--- src/common/wdt_pkg.sv ---
// watchdog package: register addresses, field positions, reset values, timing constants
// assumes a 250 MHz system clock (ref_clk)
package wdt_pkg;
	// ----------------------------------------------------------------
	// register addresses on the special-function bus
	// ----------------------------------------------------------------
	localparam logic [7:0] watchdog_control_addr = 8'hc1;
	localparam logic [7:0] power_control_addr = 8'h87;
	// ----------------------------------------------------------------
	// watchdog_control fields
	// ----------------------------------------------------------------
	localparam int flag_pos = 7;
	localparam int enable_pos = 5;
	localparam int restart_pos = 4;
	localparam int idle_run_pos = 3;
	localparam int ps_lsb = 0;
	localparam int ps_width = 3;
	// power_control_register field
	localparam int power_on_flag_pos = 4;
	localparam logic [7:0] control_reset_value = 8'h00;
	// ----------------------------------------------------------------
	// counter sizes and timing
	// ----------------------------------------------------------------
	localparam int base_divide = 12;
	localparam int prescale_width = 8;
	localparam int counter_width = 15;
	localparam int clock_mhz = 250;
	localparam int por_release_clocks = 32768;
	localparam int power_up_delay_ms = 200;
	localparam int power_up_delay_clocks = power_up_delay_ms * 1000 * clock_mhz;
	localparam int por_count_width = 26;
endpackage : wdt_pkg

--- src/common/wdt_tick_if.sv ---
// interface between the watchdog top and its pre-scaler stage
// assumes both sides share ref_clk
`timescale 1ns/1ps
interface wdt_tick_if;
	logic run;
	logic restart;
	logic [2:0] select;
	logic tick;
	modport ctrl (output run, output restart, output select, input tick);
	modport stage (input run, input restart, input select, output tick);
endinterface : wdt_tick_if

--- src/rtl/wdt_prescaler.sv ---
// divide-by-12 stage and selectable 8-bit pre-scaler of the watchdog
// emits one-cycle tick per (12 * 2^(sel+1)) running clocks
`timescale 1ns/1ps
module wdt_prescaler (
	// clock and reset
	input wire logic ref_clk,
	input wire logic rst,
	// control side
	wdt_tick_if.stage tif
);
	logic [3:0] div_q, div_d;
	logic [wdt_pkg::prescale_width-1:0] pre_q, pre_d;
	logic tick_q, tick_d;
	logic [wdt_pkg::prescale_width-1:0] limit;

	always_comb begin
		limit = 8'(({1'b0, 8'h01} << (9'(tif.select) + 9'h001)) - 9'h001);
		div_d = div_q;
		pre_d = pre_q;
		tick_d = 1'b0;
		if (tif.restart) begin
			div_d = 4'h0;
			pre_d = '0;
		end else if (tif.run) begin
			if (div_q == 4'(wdt_pkg::base_divide - 1)) begin
				div_d = 4'h0;
				if (pre_q >= limit) begin
					pre_d = '0;
					tick_d = 1'b1;
				end else begin
					pre_d = pre_q + 8'h01;
				end
			end else begin
				div_d = div_q + 4'h1;
			end
		end
	end

	always_ff @(posedge ref_clk or posedge rst) begin
		if (rst) begin
			div_q <= 4'h0;
			pre_q <= '0;
			tick_q <= 1'b0;
		end else begin
			div_q <= div_d;
			pre_q <= pre_d;
			tick_q <= tick_d;
		end
	end

	assign tif.tick = tick_q;
endmodule : wdt_prescaler

--- src/rtl/wdt_top.sv ---
// watchdog with power-on reset release and reset-cause flags
// assumes the cpu's special-function bus: one-cycle write strobe, combinational address for reads
`timescale 1ns/1ps
module wdt_top #(
	parameter int power_up_delay_clocks = wdt_pkg::power_up_delay_clocks,
	parameter int por_release_clocks = wdt_pkg::por_release_clocks,
	parameter int counter_width = wdt_pkg::counter_width
) (
	// clock and power-on detector
	input wire logic ref_clk,
	input wire logic rst,
	// configuration option: extended power-up delay
	input wire logic power_up_delay_en,
	// cpu state
	input wire logic cpu_idle,
	// special-function bus
	input wire logic [7:0] sfr_addr,
	input wire logic sfr_wr,
	input wire logic [7:0] sfr_wdata,
	output logic [7:0] sfr_rdata,
	// reset outputs
	output logic system_reset,
	output logic watchdog_reset_pulse
);
	// ----------------------------------------------------------------
	// power-on release
	// ----------------------------------------------------------------
	typedef enum logic [1:0] {
		por_hold = 2'b00,
		por_extend = 2'b01,
		por_run = 2'b10
	} por_state_type;

	por_state_type por_q, por_d;
	logic [wdt_pkg::por_count_width-1:0] por_cnt_q, por_cnt_d;
	logic sys_rst_q, sys_rst_d;
	logic wdt_rst_q, wdt_rst_d;

	// ----------------------------------------------------------------
	// registers and counter
	// ----------------------------------------------------------------
	logic flag_q, flag_d;
	logic enable_q, enable_d;
	logic idle_run_q, idle_run_d;
	logic [2:0] ps_q, ps_d;
	logic power_on_flag_q, power_on_flag_d;
	logic restart_q, restart_d;
	logic [counter_width-1:0] cnt_q, cnt_d;
	logic [7:0] rdata_q, rdata_d;
	logic overflow;
	logic wr_ctrl, wr_power_control_register;

	wdt_tick_if tif ();

	wdt_prescaler u_prescaler (
		.ref_clk(ref_clk),
		.rst(rst),
		.tif(tif)
	);

	assign tif.run = enable_q && !sys_rst_q && (!cpu_idle || idle_run_q);
	assign tif.restart = restart_q || sys_rst_q;
	assign tif.select = ps_q;

	always_comb begin
		wr_ctrl = 1'b0;
		wr_power_control_register = 1'b0;
		if (sfr_wr && !sys_rst_q && sfr_addr == wdt_pkg::watchdog_control_addr) begin
			wr_ctrl = 1'b1;
		end else if (sfr_wr && !sys_rst_q && sfr_addr == wdt_pkg::power_control_addr) begin
			wr_power_control_register = 1'b1;
		end
	end

	// overflow after 32768 pre-scaled ticks
	assign overflow = tif.tick && (cnt_q == {counter_width{1'b1}});

	always_comb begin
		por_d = por_q;
		por_cnt_d = por_cnt_q;
		sys_rst_d = sys_rst_q;
		wdt_rst_d = 1'b0;
		case (por_q)
			por_hold: begin
				if (por_cnt_q >= 26'(por_release_clocks - 1)) begin
					por_cnt_d = '0;
					if (power_up_delay_en) begin
						por_d = por_extend;
					end else begin
						por_d = por_run;
						sys_rst_d = 1'b0;
					end
				end else begin
					por_cnt_d = por_cnt_q + 26'h0000001;
				end
			end
			por_extend: begin
				if (por_cnt_q >= 26'(power_up_delay_clocks - 1)) begin
					por_cnt_d = '0;
					por_d = por_run;
					sys_rst_d = 1'b0;
				end else begin
					por_cnt_d = por_cnt_q + 26'h0000001;
				end
			end
			default: begin
				sys_rst_d = 1'b0;
				if (overflow) begin
					wdt_rst_d = 1'b1;
				end
			end
		endcase
	end

	always_comb begin
		enable_d = enable_q;
		idle_run_d = idle_run_q;
		ps_d = ps_q;
		restart_d = 1'b0;
		flag_d = flag_q;
		power_on_flag_d = power_on_flag_q;
		cnt_d = cnt_q;
		if (wr_ctrl) begin
			enable_d = sfr_wdata[wdt_pkg::enable_pos];
			idle_run_d = sfr_wdata[wdt_pkg::idle_run_pos];
			ps_d = sfr_wdata[wdt_pkg::ps_lsb +: wdt_pkg::ps_width];
			restart_d = sfr_wdata[wdt_pkg::restart_pos];
			if (!sfr_wdata[wdt_pkg::flag_pos]) begin
				flag_d = 1'b0;
			end
		end
		if (wr_power_control_register && !sfr_wdata[wdt_pkg::power_on_flag_pos]) begin
			power_on_flag_d = 1'b0;
		end
		if (restart_q) begin
			cnt_d = '0;
		end else if (tif.tick) begin
			cnt_d = cnt_q + counter_width'(1);
		end
		if (wdt_rst_q) begin
			// watchdog reset clears control but keeps its own flag
			enable_d = 1'b0;
			idle_run_d = 1'b0;
			ps_d = 3'h0;
			restart_d = 1'b0;
			cnt_d = '0;
			flag_d = 1'b1;
		end
		if (overflow) begin
			flag_d = 1'b1;
		end
		rdata_d = 8'h00;
		if (sfr_addr == wdt_pkg::watchdog_control_addr) begin
			rdata_d[wdt_pkg::flag_pos] = flag_q;
			rdata_d[wdt_pkg::enable_pos] = enable_q;
			rdata_d[wdt_pkg::restart_pos] = restart_q;
			rdata_d[wdt_pkg::idle_run_pos] = idle_run_q;
			rdata_d[wdt_pkg::ps_lsb +: wdt_pkg::ps_width] = ps_q;
		end else if (sfr_addr == wdt_pkg::power_control_addr) begin
			rdata_d[wdt_pkg::power_on_flag_pos] = power_on_flag_q;
		end
	end

	always_ff @(posedge ref_clk or posedge rst) begin
		if (rst) begin
			por_q <= por_hold;
			por_cnt_q <= '0;
			sys_rst_q <= 1'b1;
			wdt_rst_q <= 1'b0;
			flag_q <= 1'b0;
			enable_q <= 1'b0;
			idle_run_q <= 1'b0;
			ps_q <= 3'h0;
			power_on_flag_q <= 1'b1;
			restart_q <= 1'b0;
			cnt_q <= '0;
			rdata_q <= wdt_pkg::control_reset_value;
		end else begin
			por_q <= por_d;
			por_cnt_q <= por_cnt_d;
			sys_rst_q <= sys_rst_d;
			wdt_rst_q <= wdt_rst_d;
			flag_q <= flag_d;
			enable_q <= enable_d;
			idle_run_q <= idle_run_d;
			ps_q <= ps_d;
			power_on_flag_q <= power_on_flag_d;
			restart_q <= restart_d;
			cnt_q <= cnt_d;
			rdata_q <= rdata_d;
		end
	end

	assign sfr_rdata = rdata_q;
	assign system_reset = sys_rst_q;
	assign watchdog_reset_pulse = wdt_rst_q;
endmodule : wdt_top

--- config.mk ---
export PLATFORM = sky130hd
export DESIGN_NAME = wdt_top
export DESIGN_NICKNAME = d
export VERILOG_FILES = /design/src/common/wdt_pkg.sv /design/src/common/wdt_tick_if.sv /design/src/rtl/wdt_prescaler.sv /design/src/rtl/wdt_top.sv
export SDC_FILE = /design/constraint.sdc
export NUM_CORES = 1
export LEC_CHECK = 0
export ABC_AREA = 1
export BUFFER_PORTS_ARGS = -buffer_cell sky130_fd_sc_hd__buf_2
export CELL_PAD_IN_SITES_DETAIL_PLACEMENT = 0
export CELL_PAD_IN_SITES_GLOBAL_PLACEMENT = 1
export CORE_MARGIN = 2
export CORE_UTILIZATION = 35
export DETAILED_ROUTE_END_ITERATION = 16
export PLACE_DENSITY_LB_ADDON = 0.1
export SKIP_LAST_GASP = 1
export SLEW_MARGIN = 0
export SYNTH_ARGS = -nofsm -noshare
export SYNTH_HDL_FRONTEND = slang
export SYNTH_SLANG_ARGS = --single-unit
--- constraint.sdc ---
create_clock -name ref_clk -period 3.55 [get_ports ref_clk]
set_clock_uncertainty 0.2 [all_clocks]
set_input_delay 0.5325 -clock ref_clk [delete_from_list [all_inputs] [get_ports ref_clk]]
set_output_delay 0.5325 -clock ref_clk [all_outputs]
set_load 0.02 [all_outputs]
==> impl_metrics.tcl <==
set metrics [dict create \
    outcome "finished clean" \
    num_vias 3855 \
    maxSlewViolCount 0 \
    busiest_layer "met1" \
    die_w_um 117 \
    total_leakage_power_nw 2.60 \
    drtIter0Drc 206 \
    gr-usage-met2_pct 24.0 \
    antenna_found_initial 0 \
    grt_setup_unrepaired "no" \
    yosysMostFrequentCell "nand2_1" \
    ioPinCount 31 \
    cts_hold_buf 0 \
    vias_per_cell 4.48 \
    synth_cells 651 \
    synth-async-reset-ratio_pct 100 \
    dr.pass1.iters 4 \
    finalCriticalPeriod_ns 2.40 \
    peakVddDrop_uv 160 \
    numCtsBuffers 9 \
    timing.rr.end "por_cnt_q[18]" \
    wirelength_mm 11.0 \
    crit_path_start "por_cnt_q[0]" \
    post_cts_resized 0 \
    syn_nets 684 \
    clock_latency_ns 0.34 \
    worstPathArrival_ns 2.47 \
    grt_pass1_vias 3751 \
    clk_pin_slew_worst_paths_ns 0.06 \
    drc_errors 0 \
    syn_to_final_growth_pct 13.4 \
    ys_top_cells_by_area "dfrtp_1 39%, nand2_1 15%, inv_1 9.4%" \
    maxCapViolCount 0 \
    ys_seq_area_share_pct 40.7 \
    critical_path_class "flop to flop" \
    fin_crit_sh_pct 67.6 \
    finalSetupTns_ns 0 \
    dp_hpwl_mm 8.35 \
    r2r-start "por_cnt_q[0]" \
    syn_area_per_cell_um2 6.91 \
    start_kind "flop" \
    hold_path_class "primary input to asynchronous set/reset pin" \
    port_buffers 28 \
    clock-sinks 73 \
    diodes 0 \
    regToRegSetupSlack_ns 1.15 \
    gp_congestion 0.843 \
    grtUsageTotal_pct 17.2 \
    setup_violations 0 \
    synth_flop_cell "dfrtp_1" \
    cts_setup_buffers 0 \
    max_freq_mhz 417 \
    hold_violations 0 \
    yosysUniqueCellTypes 32 \
    final_nets 716 \
    core_um2 12600 \
    start_util_pct 35.8 \
    yosysTopAreaCellShare_pct 39.5 \
    synthesis.area_um2 4500 \
    drive_gt1_share_pct 9.45 \
    post-place-ws_ns 1.12 \
    ctsHtreeMaxLevel 3 \
    grt_pass1_wl_mm 18.8 \
    yosysWarningCount 0 \
    clock_path_buffers 2 \
    required_ns 3.62 \
    p_per_area_nw_per_um2 342 \
    critPathCaptureType "flop" \
    ys_top_cells_by_count "177 x nand2_1, 113 x inv_1, 99 x nor2_1" \
    synth-edff-count 0 \
    grt_max_degree 30 \
    grtUsageMet3_pct 2.63 \
    ys_ff_latch 73 \
    final_antenna_net_count 0 \
    grt_overflow_total 0 \
    reg2reg_depth 10 \
    maxSlewHeadroom_pct 32.5 \
    endpoint "por_cnt_q[18]" \
    cts_root_buffer "clkbuf_16" \
    worstMarginPinSlew_ns 1.01 \
    yosysTopAreaCell "dfrtp_1" \
    grtUsageMet1_pct 26.4 \
    die-area_um2 13800 \
    fin_ws_ns 1.15 \
    rows 41 \
    path_max_fanout 11 \
    die_h_um 117 \
    wl_per_cell_um 12.7 \
    cts_tree "yes" \
]
logic make-up after synthesis:
group | Yosys count | share of synthesized area [%]
simple gates | 378 | 36.2
buf+inv | 125 | 10.9
flops | 73 | 40.7
compound gates | 40 | 4.59
xor+xnor | 21 | 4.09
fa+ha+maj | 12 | 3.34
other cells | 2 | 0.167
layout by cell type (no fill, tap or decap), types with 7 or more instances in the layout:
master	n
nand2_1	177
inv_1	112
nor2_1	99
dfrtp_1	71
nand3_1	45
buf_2	28
o21ai_0	21
nand4_1	21
a21oi_1	16
nor3_1	15
xor2_1	14
ha_1	12
clkbuf_16	9
xnor2_1	7
worst min-delay path by stage:
stage	slack, ns	endpoint	from
after detailed placement	0.26	power_on_flag_q	power_on_flag_q
final	0.009	cnt_q[11]	rst
after CTS	0.03	cnt_q[11]	rst
after global placement	0.26	power_on_flag_q	power_on_flag_q
after floorplan	0.24	power_on_flag_q	power_on_flag_q
after global routing	0.06	cnt_q[11]	rst
flip-flops by register name, summed over array words and instances (netlist names), 2 cells and up:
register           flops
cnt_q                 15
por_q                  2
ps_q                   3
u_prescaler.div_q      4
por_cnt_q             26
u_prescaler.pre_q      8
sfr_rdata              7
worst max-delay path: stages (launching register included):
cell	delay [ns]
dfrtp_1	0.46
ha_1	0.32
inv_1	0.12
nor2_4	0.07
nand2_1	0.06
nand2_1	0.09
inv_1	0.06
nor2_1	0.04
nor2_1	0.62
nand4_1	0.17
nand2_1	0.12
cell type report:
| cell class | instances | area [µm²] |
|---|---|---|
| clock buffers | 10 | 239 |
| clock inverters | 6 | 42.5 |
| fillers | 1353 | 7470 |
| inverters | 115 | 433 |
| multi-input cells | 453 | 2180 |
| flip-flops and latches | 73 | 1830 |
| well taps | 172 | 215 |
| repair buffers | 31 | 163 |
metal layers:
| metal | wire [µm] | share of wire, % |
|---|---|---|
| met5 | 0 | 0 |
| met4 | 174 | 1.6 |
| met3 | 413 | 3.8 |
| met2 | 4350 | 40 |
| met1 | 6010 | 55 |
stage by stage:
step                std cells  hold slack, ns  power [mW]  utilization [%]  instance area (µm²)
finish                    860         0.00946        1.75             40.6                 5100
global route              860          0.0550        1.82             40.6                 5100
CTS                       860          0.0306        1.78             40.6                 5100
detailed placement        844           0.256       0.886             38.3                 4820
global placement          844           0.261       0.886             38.3                 4820
floorplan                 651           0.243       0.868                -                 4500
where the power goes:
group / internal [mW] / switching (mW) / leakage [nW] / total (mW)
registers: 0.832 / 0.0000113 / 0.988 / 0.832
logic: 0.0119 / 0.0249 / 1.47 / 0.0368
clock network: 0.494 / 0.383 / 0.135 / 0.877
Note: power is estimated with default switching activity, not from simulation.
